--- src/inc/pasmc_pkg.sv ---
// Operation
// - Standby when code is coarse 02h or fine 04h/05h and power field 00b.
// - Standby stops switching and puts both output transistors in high-Z.
// - Power field 00b enters active; mode and voltage follow voltage code.
// - Coarse seven-bit code steps 30 mV; 0Dh to 78h is nominal range.
// - Fine eight-bit code steps 15 mV; 1Bh to F0h nominal, others accepted.
// - Switching-mode bit resets to 0 (PWM only); 1 selects auto PFM/PWM.
// - Bypass bit 1 forces bypass whatever the mode bit; 0 means auto bypass; the code has no auto bypass, and 0 gives active.
// - Auto mode uses PFM up to 60 mA and PWM above 120 mA.
// - Output low and steady limit over 10 us: high side off 30 us.
// - Shut down at 150C indication, resume only once below 125C.
// - Startup always in PWM; PFM only once load is at most 60 mA.
// - VIO resets registers asynchronously; low VIO means shutdown.
// - Drivers change data on clock rise; receivers sample on clock fall.
// - Slave answers broadcast ID 0000b as well as its unique ID.
// - Group ID defaults to 0000b.
// - Unique ID from strap at startup: low 0100b, high 0101b.
// - Unique ID reprogrammable by bus; value 0000b is ignored.
// - Pin control enable bit 1 drives strap pin with bit 7 level.
// - Low-power is default after VIO; also coarse 00h, fine 00h/01h, 10b; code also takes coarse 01h, fine 02h/03h.
// - Forced bypass also on coarse 7Fh or fine FEh/FFh.
// - Trigger-type writes wait for unmasked trigger; all masked is direct.
package pasmc_pkg;
  // ----------------------------------------------------------------
  // Register map
  // ----------------------------------------------------------------
  localparam logic [4:0] ADDR_COARSE = 5'h00;
  localparam logic [4:0] ADDR_CONFIG = 5'h01;
  localparam logic [4:0] ADDR_FINE = 5'h03;
  localparam logic [4:0] ADDR_PINCTRL = 5'h06;
  localparam logic [4:0] ADDR_TRIGGER = 5'h1c;
  localparam logic [4:0] ADDR_SLAVEID = 5'h1f;
  // ----------------------------------------------------------------
  // Fields and reset values
  // ----------------------------------------------------------------
  localparam int BIT_MODE = 5;
  localparam int BIT_BYPASS = 4;
  localparam int BIT_PIN_LEVEL = 7;
  localparam int BIT_PIN_EN = 6;
  localparam logic [1:0] PS_NORMAL = 2'h0;
  localparam logic [1:0] PS_LOWPWR = 2'h2;
  localparam logic [7:0] CODE_RESET = 8'h00;
  localparam logic [6:0] COARSE_STANDBY = 7'h02;
  localparam logic [6:0] COARSE_BYPASS = 7'h7f;
  localparam logic [2:0] MASK_RESET = 3'h7;
  localparam logic [3:0] USID_STRAP_LOW = 4'h4;
  localparam logic [3:0] USID_STRAP_HIGH = 4'h5;
  localparam logic [3:0] SID_BROADCAST = 4'h0;
  localparam logic [3:0] GSID_RESET = 4'h0;
  // ----------------------------------------------------------------
  // Timing
  // ----------------------------------------------------------------
  localparam int CLK_PERIOD_NS = 100;
  localparam int LIMIT_TIME_NS = 10000;
  localparam int OFF_TIME_NS = 30000;
  localparam int LIMIT_CYCLES =
    (LIMIT_TIME_NS + CLK_PERIOD_NS - 1) / CLK_PERIOD_NS;
  localparam int OFF_CYCLES = OFF_TIME_NS / CLK_PERIOD_NS;
  localparam logic [1:0] STRAP_WAIT = 2'h3;
  localparam int SYNC_W = 9;
  // ----------------------------------------------------------------
  // Types
  // ----------------------------------------------------------------
  typedef enum logic [2:0] {
    OP_SHUTDOWN = 3'h0,
    OP_LOWPWR = 3'h1,
    OP_STANDBY = 3'h3,
    OP_ACTIVE = 3'h2,
    OP_BYPASS = 3'h6
  } pasmc_op_type;
  typedef enum logic [2:0] {
    ST_IDLE = 3'h0,
    ST_CMD = 3'h1,
    ST_DATA = 3'h3,
    ST_TAR = 3'h2,
    ST_READ = 3'h6
  } pasmc_st_type;
endpackage : pasmc_pkg

--- src/inc/pasmc_sync_if.sv ---
`timescale 1ns/1ps
interface pasmc_sync_if #(parameter int W = 1);
  logic [W-1:0] raw;
  logic [W-1:0] synced;
  modport sync_side (input raw, output synced);
  modport user_side (output raw, input synced);
endinterface : pasmc_sync_if

--- src/core/pasmc_sync.sv ---
`timescale 1ns/1ps
module pasmc_sync #(parameter int W = 1) (
  input wire logic ref_clk,
  input wire logic rst,
  pasmc_sync_if.sync_side sif
);
  logic [W-1:0] meta_q;
  logic [W-1:0] sync_q;

  // Two stages per bit; only the second stage is ever read
  always_ff @(posedge ref_clk or posedge rst) begin
    if (rst) begin
      meta_q <= '0;
      sync_q <= '0;
    end else begin
      meta_q <= sif.raw;
      sync_q <= meta_q;
    end
  end

  assign sif.synced = sync_q;
endmodule : pasmc_sync

--- src/core/pasmc_top.sv ---
`timescale 1ns/1ps
module pasmc_top import pasmc_pkg::*; (
  input wire logic ref_clk,
  input wire logic rst,
  input wire logic vio_pin,
  input wire logic sclk,
  input wire logic sdata_in,
  output logic sdata_out,
  output logic sdata_oe_n,
  input wire logic strap_pin_in,
  output logic strap_pin_out,
  output logic strap_pin_oe_n,
  input wire logic vout_low,
  input wire logic steady_peak_limit,
  input wire logic load_light,
  input wire logic load_heavy,
  input wire logic temp_hot,
  input wire logic temp_cool,
  output logic [2:0] op_state,
  output logic switch_en,
  output logic stage_hiz,
  output logic forced_bypass,
  output logic pfm_mode,
  output logic hs_off,
  output logic [7:0] output_voltage_code
);
  // ----------------------------------------------------------------
  // Reset and input synchronisation
  // ----------------------------------------------------------------
  logic rst_int;
  assign rst_int = rst | ~vio_pin;

  pasmc_sync_if #(.W(SYNC_W)) sif ();
  assign sif.raw = {sclk, sdata_in, strap_pin_in, vout_low,
    steady_peak_limit, load_light, load_heavy, temp_hot, temp_cool};

  pasmc_sync #(.W(SYNC_W)) u_sync (
    .ref_clk(ref_clk),
    .rst(rst_int),
    .sif(sif)
  );

  logic sclk_s, sdata_s, strap_s, vlow_s, ilim_s;
  logic light_s, heavy_s, hot_s, cool_s;
  assign {sclk_s, sdata_s, strap_s, vlow_s, ilim_s, light_s, heavy_s,
    hot_s, cool_s} = sif.synced;

  logic sclk_d_q, sdata_d_q;
  logic sclk_rise, sclk_fall, sdata_rise, sdata_fall;
  always_ff @(posedge ref_clk or posedge rst_int) begin
    if (rst_int) begin
      sclk_d_q <= 1'b0;
      sdata_d_q <= 1'b0;
    end else begin
      sclk_d_q <= sclk_s;
      sdata_d_q <= sdata_s;
    end
  end
  assign sclk_rise = sclk_s & ~sclk_d_q;
  assign sclk_fall = ~sclk_s & sclk_d_q;
  assign sdata_rise = sdata_s & ~sdata_d_q & ~sclk_s;
  assign sdata_fall = ~sdata_s & sdata_d_q & ~sclk_s;

  // ----------------------------------------------------------------
  // Register state
  // ----------------------------------------------------------------
  logic [7:0] code_q, pend_code_q;
  logic [1:0] cfg_q, pend_cfg_q;
  logic [1:0] ps_q;
  logic [2:0] mask_q;
  logic [1:0] pin_ctrl_q;
  logic [3:0] usid_q, gsid_q;
  logic [1:0] strap_cnt_q;
  logic strap_done_q;
  logic wr_stb_q;
  logic [4:0] wr_addr_q;
  logic [7:0] wr_data_q;
  logic all_masked, trig_fire;

  assign all_masked = &mask_q;
  assign trig_fire = wr_stb_q && wr_addr_q == ADDR_TRIGGER &&
    |(wr_data_q[2:0] & ~wr_data_q[5:3]);

  function automatic logic [7:0] read_mux(input logic [4:0] a);
    logic [7:0] v;
    v = 8'h00;
    case (a)
      ADDR_COARSE: v = {1'b0, code_q[7:1]};
      ADDR_CONFIG: v = {2'h0, cfg_q, 4'h0};
      ADDR_FINE: v = code_q;
      ADDR_PINCTRL: v = {pin_ctrl_q, 6'h00};
      ADDR_TRIGGER: v = {ps_q, mask_q, 3'h0};
      ADDR_SLAVEID: v = {gsid_q, usid_q};
      default: v = 8'h00;
    endcase
    return v;
  endfunction : read_mux

  // ----------------------------------------------------------------
  // Serial slave
  // ----------------------------------------------------------------
  pasmc_st_type st_q;
  logic [3:0] cnt_q;
  logic [11:0] sh_q;
  logic [7:0] cmd_q;
  logic [9:0] rd_sh_q;
  logic ssc_arm_q;
  logic sdata_out_q, sdata_oe_n_q;
  logic [12:0] frame;
  logic [8:0] dframe;
  logic hit;
  logic [7:0] rdata;

  assign frame = {sh_q, sdata_s};
  assign dframe = {sh_q[7:0], sdata_s};
  assign hit = frame[12:9] == usid_q || frame[12:9] == SID_BROADCAST ||
    frame[12:9] == gsid_q;
  assign rdata = read_mux(frame[5:1]);

  always_ff @(posedge ref_clk or posedge rst_int) begin
    if (rst_int) begin
      ssc_arm_q <= 1'b0;
    end else if (sdata_rise) begin
      ssc_arm_q <= 1'b1;
    end else if (sclk_rise) begin
      ssc_arm_q <= 1'b0;
    end
  end

  always_ff @(posedge ref_clk or posedge rst_int) begin
    if (rst_int) begin
      st_q <= ST_IDLE;
      cnt_q <= 4'h0;
      sh_q <= 12'h000;
      cmd_q <= 8'h00;
      rd_sh_q <= 10'h000;
      wr_stb_q <= 1'b0;
      wr_addr_q <= 5'h00;
      wr_data_q <= 8'h00;
    end else begin
      wr_stb_q <= 1'b0;
      if (sdata_fall && ssc_arm_q && st_q != ST_READ && st_q != ST_TAR)
      begin
        st_q <= ST_CMD;
        cnt_q <= 4'h0;
      end else if (sclk_fall) begin
        sh_q <= {sh_q[10:0], sdata_s};
        cnt_q <= cnt_q + 4'h1;
        case (st_q)
          ST_CMD: begin
            if (cnt_q == 4'hc) begin
              st_q <= ST_IDLE;
              cnt_q <= 4'h0;
              cmd_q <= frame[8:1];
              if (hit && ^frame) begin
                if (frame[8]) begin
                  wr_stb_q <= 1'b1;
                  wr_addr_q <= ADDR_COARSE;
                  wr_data_q <= {1'b0, frame[7:1]};
                end else if (frame[8:6] == 3'h2) begin
                  st_q <= ST_DATA;
                end else if (frame[8:6] == 3'h3 && frame[12:9] == usid_q)
                begin
                  st_q <= ST_TAR;
                  rd_sh_q <= {rdata, ~^rdata, 1'b0};
                end
              end
            end
          end
          ST_DATA: begin
            if (cnt_q == 4'h8) begin
              st_q <= ST_IDLE;
              if (^dframe) begin
                wr_stb_q <= 1'b1;
                wr_addr_q <= cmd_q[4:0];
                wr_data_q <= dframe[8:1];
              end
            end
          end
          ST_TAR: begin
            st_q <= ST_READ;
            cnt_q <= 4'h0;
          end
          ST_READ: begin
            rd_sh_q <= {rd_sh_q[8:0], 1'b0};
            if (cnt_q == 4'h9) begin
              st_q <= ST_IDLE;
            end
          end
          default: st_q <= ST_IDLE;
        endcase
      end
    end
  end

  // Slave drives only from the rise after bus park until the last park bit
  always_ff @(posedge ref_clk or posedge rst_int) begin
    if (rst_int) begin
      sdata_out_q <= 1'b0;
      sdata_oe_n_q <= 1'b1;
    end else if (st_q == ST_READ && sclk_rise) begin
      sdata_out_q <= rd_sh_q[9];
      sdata_oe_n_q <= 1'b0;
    end else if (st_q != ST_READ) begin
      sdata_out_q <= 1'b0;
      sdata_oe_n_q <= 1'b1;
    end
  end

  // ----------------------------------------------------------------
  // Trigger-type registers
  // ----------------------------------------------------------------
  always_ff @(posedge ref_clk or posedge rst_int) begin
    if (rst_int) begin
      pend_code_q <= CODE_RESET;
      pend_cfg_q <= 2'h0;
    end else if (wr_stb_q) begin
      case (wr_addr_q)
        ADDR_COARSE: pend_code_q <= {wr_data_q[6:0], 1'b0};
        ADDR_FINE: pend_code_q <= wr_data_q;
        ADDR_CONFIG: pend_cfg_q <= wr_data_q[BIT_MODE:BIT_BYPASS];
        default: pend_code_q <= pend_code_q;
      endcase
    end
  end

  // Active copies load at write time only when every trigger is masked
  always_ff @(posedge ref_clk or posedge rst_int) begin
    if (rst_int) begin
      code_q <= CODE_RESET;
      cfg_q <= 2'h0;
    end else if (trig_fire) begin
      code_q <= pend_code_q;
      cfg_q <= pend_cfg_q;
    end else if (wr_stb_q && all_masked) begin
      case (wr_addr_q)
        ADDR_COARSE: code_q <= {wr_data_q[6:0], 1'b0};
        ADDR_FINE: code_q <= wr_data_q;
        ADDR_CONFIG: cfg_q <= wr_data_q[BIT_MODE:BIT_BYPASS];
        default: code_q <= code_q;
      endcase
    end
  end

  always_ff @(posedge ref_clk or posedge rst_int) begin
    if (rst_int) begin
      ps_q <= PS_NORMAL;
      mask_q <= MASK_RESET;
    end else if (wr_stb_q && wr_addr_q == ADDR_TRIGGER) begin
      ps_q <= wr_data_q[7:6];
      mask_q <= wr_data_q[5:3];
    end
  end

  always_ff @(posedge ref_clk or posedge rst_int) begin
    if (rst_int) begin
      pin_ctrl_q <= 2'h0;
    end else if (wr_stb_q && wr_addr_q == ADDR_PINCTRL) begin
      pin_ctrl_q <= wr_data_q[BIT_PIN_LEVEL:BIT_PIN_EN];
    end
  end

  // Strap is taken once the synchroniser has settled after reset
  always_ff @(posedge ref_clk or posedge rst_int) begin
    if (rst_int) begin
      usid_q <= USID_STRAP_LOW;
      gsid_q <= GSID_RESET;
      strap_cnt_q <= 2'h0;
      strap_done_q <= 1'b0;
    end else if (!strap_done_q) begin
      strap_cnt_q <= strap_cnt_q + 2'h1;
      if (strap_cnt_q == STRAP_WAIT) begin
        strap_done_q <= 1'b1;
        usid_q <= strap_s ? USID_STRAP_HIGH : USID_STRAP_LOW;
      end
    end else if (wr_stb_q && wr_addr_q == ADDR_SLAVEID) begin
      gsid_q <= wr_data_q[7:4];
      if (wr_data_q[3:0] != SID_BROADCAST) begin
        usid_q <= wr_data_q[3:0];
      end
    end
  end

  // ----------------------------------------------------------------
  // Power state and converter control
  // ----------------------------------------------------------------
  pasmc_op_type op_q, op_d;
  logic therm_q, pfm_q, hs_off_q;
  logic switch_en_q, stage_hiz_q, bypass_q;
  logic strap_out_q, strap_oe_n_q;
  logic [8:0] lim_cnt_q, off_cnt_q;

  always_comb begin
    op_d = op_q;
    if (ps_q == PS_LOWPWR || code_q[7:2] == 6'h00) begin
      op_d = OP_LOWPWR;
    end else if (ps_q == PS_NORMAL) begin
      if (code_q[7:1] == COARSE_STANDBY) begin
        op_d = OP_STANDBY;
      end else if (code_q[7:1] == COARSE_BYPASS || cfg_q[0]) begin
        op_d = OP_BYPASS;
      end else begin
        op_d = OP_ACTIVE;
      end
    end
  end

  always_ff @(posedge ref_clk or posedge rst_int) begin
    if (rst_int) begin
      therm_q <= 1'b0;
    end else if (hot_s) begin
      therm_q <= 1'b1;
    end else if (cool_s) begin
      therm_q <= 1'b0;
    end
  end

  // Count a sustained limit, then hold the high side off
  always_ff @(posedge ref_clk or posedge rst_int) begin
    if (rst_int) begin
      lim_cnt_q <= 9'h000;
      off_cnt_q <= 9'h000;
      hs_off_q <= 1'b0;
    end else if (hs_off_q) begin
      off_cnt_q <= off_cnt_q + 9'h001;
      if (off_cnt_q == 9'(OFF_CYCLES - 1)) begin
        hs_off_q <= 1'b0;
        lim_cnt_q <= 9'h000;
      end
    end else if (vlow_s && ilim_s) begin
      if (lim_cnt_q == 9'(LIMIT_CYCLES)) begin
        hs_off_q <= 1'b1;
        off_cnt_q <= 9'h000;
      end else begin
        lim_cnt_q <= lim_cnt_q + 9'h001;
      end
    end else begin
      lim_cnt_q <= 9'h000;
    end
  end

  always_ff @(posedge ref_clk or posedge rst_int) begin
    if (rst_int) begin
      op_q <= OP_SHUTDOWN;
      switch_en_q <= 1'b0;
      stage_hiz_q <= 1'b1;
      bypass_q <= 1'b0;
    end else begin
      op_q <= op_d;
      switch_en_q <= (op_d == OP_ACTIVE || op_d == OP_BYPASS) && !therm_q;
      stage_hiz_q <= op_d == OP_LOWPWR || op_d == OP_STANDBY || therm_q;
      bypass_q <= op_d == OP_BYPASS && !therm_q;
    end
  end

  // PFM is only ever entered from PWM, so every start begins in PWM
  always_ff @(posedge ref_clk or posedge rst_int) begin
    if (rst_int) begin
      pfm_q <= 1'b0;
    end else if (op_q != OP_ACTIVE || !cfg_q[1] || therm_q) begin
      pfm_q <= 1'b0;
    end else if (pfm_q) begin
      pfm_q <= !heavy_s;
    end else begin
      pfm_q <= light_s;
    end
  end

  always_ff @(posedge ref_clk or posedge rst_int) begin
    if (rst_int) begin
      strap_out_q <= 1'b0;
      strap_oe_n_q <= 1'b1;
    end else begin
      strap_out_q <= pin_ctrl_q[1];
      strap_oe_n_q <= !pin_ctrl_q[0];
    end
  end

  assign sdata_out = sdata_out_q;
  assign sdata_oe_n = sdata_oe_n_q;
  assign strap_pin_out = strap_out_q;
  assign strap_pin_oe_n = strap_oe_n_q;
  assign op_state = op_q;
  assign switch_en = switch_en_q;
  assign stage_hiz = stage_hiz_q;
  assign forced_bypass = bypass_q;
  assign pfm_mode = pfm_q;
  assign hs_off = hs_off_q;
  assign output_voltage_code = code_q;
endmodule : pasmc_top

--- config.mk ---
export PLATFORM = sky130hd
export DESIGN_NAME = pasmc_top
export DESIGN_NICKNAME = d
export VERILOG_FILES = /design/src/inc/pasmc_pkg.sv /design/src/inc/pasmc_sync_if.sv /design/src/core/pasmc_sync.sv /design/src/core/pasmc_top.sv
export SDC_FILE = /design/constraint.sdc
export NUM_CORES = 1
export LEC_CHECK = 0
export ABC_AREA = 1
export BUFFER_PORTS_ARGS = -buffer_cell sky130_fd_sc_hd__buf_2
export CAP_MARGIN = 40
export CORE_MARGIN = 3
export CORE_UTILIZATION = 45
export CTS_BUF_LIST = sky130_fd_sc_hd__clkbuf_4
export CTS_CLUSTER_DIAMETER = 120
export CTS_CLUSTER_SIZE = 30
export DETAILED_ROUTE_END_ITERATION = 10
export SYNTH_ARGS = -nofsm -noshare
export SYNTH_HDL_FRONTEND = slang
export SYNTH_HIERARCHICAL = 1
export SYNTH_SLANG_ARGS = --single-unit
--- constraint.sdc ---
create_clock -name ref_clk -period 7.38 [get_ports ref_clk]
set_input_delay 0.738 -clock ref_clk [delete_from_list [all_inputs] [get_ports ref_clk]]
set_output_delay 0.738 -clock ref_clk [all_outputs]
set_load 0.02 [all_outputs]
==> results of run 1 <==
## placed cells by master (no fill, tap or decap), drive strengths merged, types with 8 or more instances in the layout
master  count
ha          9
nand4      31
nand2     205
o21ai      96
nor3       18
a21oi      19
dfrtp     130
buf        34
clkbuf     18
o22ai      11
inv       124
clkinv      8
nor2       66
nand3      63
## cells by family (layout without fill, tap and decap cells)
family	count (synthesis)	in the layout	synth area share (%)
and+or+nand+nor	389	389	25.9
buffers and inverters	147	188	8.61
AOI/OAI and AO/OA	145	145	12.1
DFF	137	137	48.9
xor gates and xnor gates	13	13	1.73
adders and majority gates	9	9	1.60
muxes	8	8	1.26
## worst paths after layout
path                                                  from                        endpoint  slack [ns]  cells past startpoint
worst max-delay path                   st_q[0]$_DFFE_PP0P_          rd_sh_q[1]$_DFFE_PP0P_        4.97                     10
worst min-delay path                            load_heavy      u_sync/meta_q[2]$_DFF_PP0_        0.29                      1
worst max register to register         st_q[0]$_DFFE_PP0P_          rd_sh_q[1]$_DFFE_PP0P_        4.97                     10
worst min register to register  u_sync/meta_q[5]$_DFF_PP0_  u_sync/sif.synced[5]$_DFF_PP0_        0.36                      0
max in group asynchronous                              rst           mask_q[2]$_DFFE_PP1P_        5.88                      5
min in group asynchronous                          vio_pin         forced_bypass$_DFF_PP0_        0.34                      4
## sequential cells by signal (all words and copies together), names as in the netlist, 4 cells and up
register / cells
sh_q: 12
lim_cnt_q: 9
off_cnt_q: 9
rd_sh_q: 9
u_sync/meta_q: 9
u_sync/sif.synced: 9
output_voltage_code: 8
pend_code_q: 8
wr_data_q: 8
cmd_q: 5
wr_addr_q: 5
cnt_q: 4
gsid_q: 4
usid_q: 4
## final cells by class
cell class              instances  area, um^2  area share [%]
well taps                     211         264            3.46
multi-input cells             564        3000            39.3
repair buffers                 34         198            2.59
inverters                     123         462            6.05
clock buffers                  18         135            1.77
clock inverters                13         130            1.71
flip-flops and latches        137        3440            45.1
## critical path, stage by stage, from the launching register on
cell and delay [ns]:
dfrtp_1 0.41, inv_1 0.08, nor2_2 0.15, nand2_1 0.11, nor2_1 0.64, nand4_1 0.25, a21oi_2 0.22, nand3_4 0.23
nor2_1 0.15, nand2_1 0.06, nand2_1 0.05
## power groups by stage
stage	sequential, mW	combinational (mW)	clock [mW]
global route	0.916	0.517	0.528
CTS	0.902	0.458	0.491
finish	0.903	0.454	0.477
global placement	0.913	0.442	0
floorplan	0.883	0.395	0
detailed placement	0.915	0.456	0
## metal layers
layer | part of all wire (%) | up-vias | routed length (um) | global-route usage, %
li1 | - | 2835 | - | -
met2 | 49 | 136 | 7790 | 31.8
met1 | 46 | 2748 | 7330 | 26.7
met3 | 4.0 | 22 | 635 | 4.92
met4 | 1.7 | 0 | 272 | 5.51
met5 | 0 | - | 0 | 0
## per-stage QoR
| step | setup slack, ns | hold WS (ns) | instance area (um^2) |
|---|---|---|---|
| floorplan | 2.43 | 0.331 | 7040 |
| global placement | 4.94 | 0.332 | 7330 |
| detailed placement | 5.00 | 0.337 | 7360 |
| CTS | 4.97 | 0.244 | 7630 |
| global route | 4.70 | 0.227 | 7630 |
| finish | 4.97 | 0.288 | 7630 |
==> qor.yml, run 1 <==
status:
  run_status: "complete, no violations"
cts:
  clock_latency_ns: 0.54
  cts_tree: "done"
  cts_root_buf: "clkbuf_4"
  cts.clk_slew.worst_paths_ns: 0.14
  cts_buffer_depth: 2
  cts_made_buffers: 17
  cts_resized: 0
  cts-htree-levels: 4
  cts_sinks: 137
  cts_setup_buffers: 0
  ctsHoldBuffers: 0
sta:
  relSlewSlack_pct: 45.0
  drv_slew: 0
  rsz0062_at_grt: "no"
  skew_ns: 0.0281
  min_period_over_period_pct: 32.7
  final-hold-violation-count: 0
  fin_tns_setup_ns: 0
  finalCriticalPeriod_ns: 2.41
  max_freq_mhz: 415
  finalSetupViolations: 0
  worst_slew_pin_slew_ns: 0.822
power:
  switching_share_pct: 36.0
  power.internal_mw: 1.17
  p_switching_mw: 0.661
  ir_worst_vdd_v: 0.000121
  clock_power_share_pct: 26.0
  power.leakage_nw: 3.70
  powerDensity_nw_per_um2: 240
  comb_power_share_pct: 24.7
  pwr-share-seq_pct: 49.2
  finalPower_mw: 1.83
setup_path:
  required_ns: 7.85
  end_kind: "flop"
  worstSetupStartpointType: "flop"
  critPathMaxFanout: 18
  path_class: "flop to flop"
  worstPathArrival_ns: 2.88
yosys:
  synthTopCellsByArea: "dfrtp_1 (46%), nand2_1 (10%), o21ai_0 (6.0%)"
  synthCells: 848
  synthTopCellsByCount: "nand2_1 (195), dfrtp_1 (130), inv_1 (111)"
  synth.avg_cell_area_um2: 8.30
  async_flop_share_pct: 100
  synth_edf_count: 0
  synth-seq-cells: 137
  yosysMostFrequentCell: "nand2_1"
  synth_cell_types: 50
  syn_area_um2: 7040
  syn_nets: 869
  synth_top_area_share_pct: 46.2
  synth_ff_type: "dfrtp_1"
  ys_warn_count: 6
  synth_top_cell_by_area: "dfrtp_1"
  synth_seq_area_share_pct: 48.9
detailed_routing:
  viasPerCell: 5.22
  first_pass_iters: 5
  first_iter_violations: 396
  routedWlPerCell_um: 14.6
  final_antenna_net_count: 0
  remaining_drc_errors: 0
  wl_mm: 16.0
  via_count: 5741
final_layout:
  fill_cells: 1454
  syn_to_final_growth_pct: 8.39
  fin_nets: 898
  layout-drive-gt1-share_pct: 15.1
  final_cells: 1100
  final_core_util_pct: 50.0
  diodes: 0
global_routing:
  grt_pass1_vias: 5346
  grt_util_all_layers_pct: 19.8
  antenna_found_initial: 0
  grt_overflow: 0
  grt_pass1_wl_mm: 26.7
  grt_max_degree: 59
placed_design:
  dpl.hpwl_mm: 12.0
  portBuffers: 31
  gp_routability_congestion: 0.888
  dp_cells: 1069
floorplan:
  dieArea_um2: 17200
  fp-row-count: 45
  die_h_um: 131
  initial_utilization_pct: 46.1
  ioPinCount: 32
  core-area_um2: 15300
  die_w_um: 131
min_path:
  hold_class: "input port to flop"
job:
  maxCapViolations: 0
No activity file was read; power rests on OpenSTA's default activity.
==> run 2: changes to the inputs <==
Clock period 7.38 ns to 2.47 ns, I/O delays scaled along.
==> run 2 against run 1 <==
Net effect:
- first-iteration DRC count fell by 8.3%
- flip-flop and latch count did not move
- cell area rose by 2.9%
- clock-buffer cell count rose by 1
- sequential power rose to 3.0 times the previous value
- maximum frequency rose by 7.8%
- total power rose to 3.1 times the previous value
- combinational power rose to 3.1 times the previous value
- hold slack got worse by 0.26 ns
- via count rose by 0.51%
- register-to-register slack got worse by 4.7 ns
==> qor.yml, run 2 (synthesized netlist as in run 1, its figures left out) <==
detailed_routing:
  via_count: 5770
  routedWlPerCell_um: 14.6
  first_iter_violations: 363
  first_pass_iters: 6
  final_antenna_net_count: 0
  wl_mm: 16.4
  remaining_drc_errors: 0
  viasPerCell: 5.14
sta:
  whs_ns: 0.0261
  fin_ws_ns: 0.235
  worst_slew_pin_slew_ns: 0.709
  max_freq_mhz: 447
  relSlewSlack_pct: 52.7
  finalCriticalPeriod_ns: 2.23
  final-hold-violation-count: 0
  drv_slew: 0
  fin_tns_setup_ns: 0
  rsz0062_at_grt: "no"
  skew_ns: 0.0212
  min_period_over_period_pct: 90.5
  finalSetupViolations: 0
cts:
  cts_tree: "done"
  cts_made_buffers: 17
  clock_latency_ns: 0.54
  cts_sinks: 137
  cts_buffer_depth: 2
  cts.clk_slew.worst_paths_ns: 0.13
  cts_root_buf: "clkbuf_4"
  cts-htree-levels: 4
power:
  finalPower_mw: 5.63
  comb_power_share_pct: 24.9
  pwr-share-seq_pct: 48.0
  ir_worst_vdd_v: 0.000408
  clock_power_share_pct: 27.1
  powerDensity_nw_per_um2: 718
  switching_share_pct: 35.0
  power.internal_mw: 3.66
  power.leakage_nw: 3.79
  p_switching_mw: 1.97
setup_path:
  critPathMaxFanout: 4
  end_kind: "flop"
  max_stage_delay_ns: 0.46
  path_class: "flop to flop"
  crit_chain: "inv_1 > ha_1 > inv_1 > nand3_1 > nand2_1 > inv_1 > nand2_4 > nand2_2 > nand2_1 > nand3_4 > nor3_4 > inv_1 > a21oi_1"
  required_ns: 2.88
  crit_slowest_cell: "dfrtp_1"
  worstPathArrival_ns: 2.64
  worstSetupStartpointType: "flop"
  crit_top_cell: "inv_1"
  reg2reg_depth: 13
placed_design:
  gp_routability_congestion: 0.883
  portBuffers: 31
  dp_cells: 1079
  pre_cts_ws_ns: 0.154
  dpl.hpwl_mm: 12.4
floorplan:
  die_w_um: 131
  core-area_um2: 15300
  ioPinCount: 32
  die_h_um: 131
  initial_utilization_pct: 46.1
  fp-row-count: 45
  dieArea_um2: 17200
final_layout:
  diodes: 0
  fill_cells: 1455
  multi_input_area_um2: 3000
  top_register: "sh_q"
  final_cell_mix: "nand2_1 (195), dfrtp_1 (130), inv_1 (109)"
  fin_nets: 920
  final_cells: 1123
  seq_area_um2: 3440
  layout-drive-gt1-share_pct: 16.0
  final_common_cell: "nand2_1"
  syn_to_final_growth_pct: 11.5
  largest_register_ffs: 12
global_routing:
  grt_overflow: 0
  grt_max_degree: 55
  grt_util_all_layers_pct: 20.6
  antenna_found_initial: 0
  grt_pass1_wl_mm: 27.5
  grt_pass1_vias: 5378
job:
  maxCapViolations: 0
min_path:
  hold_class: "input port to asynchronous set/reset pin"
status:
  run_status: "complete, no violations"
run 2: cell types whose count changed in the layout (fill, tap and decap cells not counted), moves of 2 or more:
| cell | previous run | this run |
|---|---|---|
| buf_4 | 2 | 14 |
| dlygate4sd3_1 | 0 | 11 |
| inv_1 | 111 | 109 |
| clkinv_2 | 5 | 2 |
| clkinv_1 | 1 | 3 |
run 2: power by group through the flow:
stage                     Sequential [mW]  Combinational (mW)  Clock [mW]
after detailed placement             2.75                1.40           0
after global routing                 2.74                1.61        1.70
after global placement               2.74                1.36           0
after floorplan                      2.64                1.18           0
final                                2.70                1.40        1.53
after CTS                            2.71                1.42        1.58
run 2: worst paths after layout:
kind / startpoint / to / slack, ns
max: sh_q[5]$_DFFE_PP0P_ / wr_stb_q$_DFF_PP0_ / 0.24
min: vio_pin / u_sync/meta_q[0]$_DFF_PP0_ / 0.03
max reg2reg: sh_q[5]$_DFFE_PP0P_ / wr_stb_q$_DFF_PP0_ / 0.24
min reg2reg: u_sync/meta_q[5]$_DFF_PP0_ / u_sync/sif.synced[5]$_DFF_PP0_ / 0.36
max in group asynchronous: rst / mask_q[1]$_DFFE_PP1P_ / 1.21
min in group ref_clk: temp_hot / u_sync/meta_q[1]$_DFF_PP0_ / 0.33
run 2: critical path: cells and delay by family (launching register included):
kind | cells | cell delay (ns)
AO/OA/AOI/OAI | 1 | 0.31
adder cells (fa/ha/maj) | 1 | 0.31
buffers and inverters | 4 | 0.27
flip-flops | 1 | 0.46
AND/OR/NAND/NOR | 7 | 0.75
run 2: what timing repair did:
item | CTS | global route
gates resized for setup | 0 | 0
setup endpoints to repair | 0 | 1
hold buffers | 11 | 0
hold endpoints to repair | 57 | 0
setup buffers | 0 | 1
run 2: per-stage QoR:
step / cell area [um^2] / utilization (%)
2_1_floorplan: 7060 / -
3_3_place_gp: 7430 / 48.7
3_5_place_dp: 7430 / 48.7
4_1_cts: 7840 / 51.4
5_1_grt: 7850 / 51.4
6_report: 7850 / 51.4
run 2: per-layer routing:
| metal | global-route usage (%) | vias to the layer above | routed length, um |
|---|---|---|---|
| met2 | 32.7 | 119 | 7980 |
| met1 | 28.4 | 2748 | 7530 |
| met5 | 0 | - | 0 |
| li1 | - | 2880 | - |
| met3 | 4.11 | 23 | 623 |
| met4 | 6.65 | 0 | 294 |
run 2: final cells by class:
class                           count  share of cell area (%)
Tap cell                          211                    3.37
Clock inverter                     13                    1.95
Timing Repair Buffer               56                    4.72
Clock buffer                       19                    1.82
Sequential cell                   137                    43.8
Multi-Input combinational cell    564                    38.2
Inverter                          123                    6.09
==> run 3: changes to the inputs <==
Settings changed: CORE_UTILIZATION 45 to 38, GPL_ROUTABILITY_DRIVEN set to 0.
Clock period 2.47 ns to 2.6 ns, I/O delays scaled along.
==> run 3 against run 2 <==
Net effect:
- global-route usage down 3.5 points
- maximum frequency down 4.3%
- register-to-register slack better by 0.03 ns
- cell area up 0.16%
- highest routed layer unchanged
- total power down 2.0%
- sequential share of layout area down 0.070 points
- the run now ends with hold timing left
- routed wire length down 0.65%
- combinational power down 6%
- final cell count up 0.89%
- first-iteration DRC count up 36%
- largest power group unchanged
==> qor.yml, run 3 (synthesized netlist as in run 1, its figures left out) <==
status:
  run_status: "finished, violations left"
  violations: "hold timing"
floorplan:
  fp-row-count: 49
  die_h_um: 142
  die_w_um: 142
  ioPinCount: 32
  dieArea_um2: 20200
  initial_utilization_pct: 38.9
  core-area_um2: 18100
final_layout:
  largest_register_ffs: 12
  diodes: 0
  top_register: "sh_q"
  fin_nets: 912
  finalInstanceArea_um2: 7860
  layout-drive-gt1-share_pct: 15.7
  final_cell_mix: "nand2_1 (195), dfrtp_1 (130), inv_1 (109)"
  fill_cells: 1808
  syn_to_final_growth_pct: 11.7
  final_core_util_pct: 43.4
  final_common_cell: "nand2_1"
detailed_routing:
  remaining_drc_errors: 0
  wl_mm: 16.3
  first_pass_iters: 4
  final_antenna_net_count: 0
  first_iter_violations: 494
  viasPerCell: 4.96
  routedWlPerCell_um: 14.4
  via_count: 5623
sta:
  rsz0062_at_grt: "no"
  finalSetupViolations: 0
  max_freq_mhz: 428
  relSlewSlack_pct: 56.5
  drv_slew: 0
  worst_slew_pin_slew_ns: 0.653
  finalCriticalPeriod_ns: 2.33
  final-hold-violation-count: 1
  fin_tns_setup_ns: 0
  skew_ns: 0.0297
  whs_ns: -0.000601
  min_period_over_period_pct: 89.8
cts:
  ctsHoldBuffers: 10
  cts_setup_buffers: 0
  cts.clk_slew.worst_paths_ns: 0.15
  clock_latency_ns: 0.56
  cts_root_buf: "clkbuf_4"
  cts_tree: "done"
  cts-htree-levels: 4
  cts_resized: 0
  cts_buffer_depth: 2
  cts_made_buffers: 17
  cts_sinks: 137
min_path:
  hold_class: "input port to asynchronous set/reset pin"
setup_path:
  worstSetupStartpointType: "flop"
  crit_chain: "inv_1 > ha_1 > inv_1 > nand3_1 > nand2_1 > inv_1 > nand2_4 > nand2_2 > nand2_1 > nand3_4 > nor3_4 > inv_1 > a21oi_1"
  critPathMaxFanout: 7
  path_buf_inv: 4
  crit_slowest_cell: "dfrtp_1"
  end_kind: "flop"
  worstPathArrival_ns: 2.74
  path_class: "flop to flop"
  crit_family: "simple AND/OR/NAND/NOR gates"
  crit_top_cell: "inv_1"
  r2r-start: "sh_q[5]$_DFFE_PP0P_"
  max_stage_delay_ns: 0.43
  cp-startpoint: "sh_q[5]$_DFFE_PP0P_"
  ff2ff_setup_slack_ns: 0.27
  required_ns: 3.01
global_routing:
  antenna_found_initial: 0
  grt_pass1_wl_mm: 27.4
  grt_overflow: 0
  grt_pass1_vias: 5326
  grt_max_degree: 120
  grt_util_all_layers_pct: 17.1
placed_design:
  place_area_um2: 7420
  portBuffers: 31
  dpl.hpwl_mm: 11.8
job:
  maxCapViolations: 0
power:
  ir_worst_vdd_v: 0.000427
  powerDensity_nw_per_um2: 702
  power.leakage_nw: 3.78
## run 3: cell types whose count changed in the layout (fill, tap and decap cells not counted)
cell	before	now
clkinv_1	3	0
bufinv_16	3	4
dlygate4sd3_1	11	10
inv_6	1	3
clkinvlp_4	3	2
inv_8	0	1
buf_4	14	6
buf_12	0	1
## run 3: stage by stage
step	setup WS [ns]	hold WS, ns	power (mW)	cells
after floorplan	-0.00796	0.291	3.63	848
after global placement	0.310	0.333	3.90	1091
after detailed placement	0.295	0.336	3.92	1091
after CTS	0.250	0.0178	5.58	1133
after global routing	0.108	0.0308	5.88	1133
final	0.265	-0.000601	5.52	1133
## run 3: cell type report
class / instances / area (um^2) / share of cell area [%]
Sequential cell: 137 / 3440 / 43.7
Clock inverter: 13 / 193 / 2.45
Timing Repair Buffer: 48 / 320 / 4.08
Multi-Input combinational cell: 564 / 3000 / 38.2
Inverter: 123 / 478 / 6.08
Clock buffer: 19 / 143 / 1.82
Tap cell: 229 / 287 / 3.65
## run 3: power by group
part,total [mW],switching (mW),internal (mW),leakage [nW]
clock network,1.63,0.833,0.800,0.180
registers,2.57,0.234,2.34,1.81
logic,1.31,0.858,0.456,1.79
total,5.52,1.93,3.59,3.78
## run 3: layer usage
metal | up-vias | GRT usage [%] | share of wire, %
met5 | - | 0 | 0
met4 | 0 | 4.44 | 1.4
met3 | 17 | 3.97 | 3.4
met2 | 78 | 25.2 | 44
met1 | 2660 | 25.4 | 51
li1 | 2868 | - | -
## run 3: worst paths after layout
kind,to,cells past startpoint
setup / recovery,wr_stb_q$_DFF_PP0_,13
hold / removal,wr_data_q[4]$_DFFE_PP0P_,4
setup reg to reg,wr_stb_q$_DFF_PP0_,13
hold reg to reg,u_sync/sif.synced[3]$_DFF_PP0_,0
max in group asynchronous,lim_cnt_q[6]$_DFFE_PP0P_,4
min in group ref_clk,u_sync/meta_q[2]$_DFF_PP0_,2
## run 3: worst register-to-register path, cell delays in order, from the launching register on
cell	delay (ns)
dfrtp_1	0.43
inv_1	0.07
ha_1	0.30
inv_1	0.06
nand3_1	0.07
nand2_1	0.10
inv_1	0.07
nand2_4	0.08
nand2_2	0.07
nand2_1	0.12
nand3_4	0.12
nor3_4	0.30
inv_1	0.07
a21oi_1	0.31
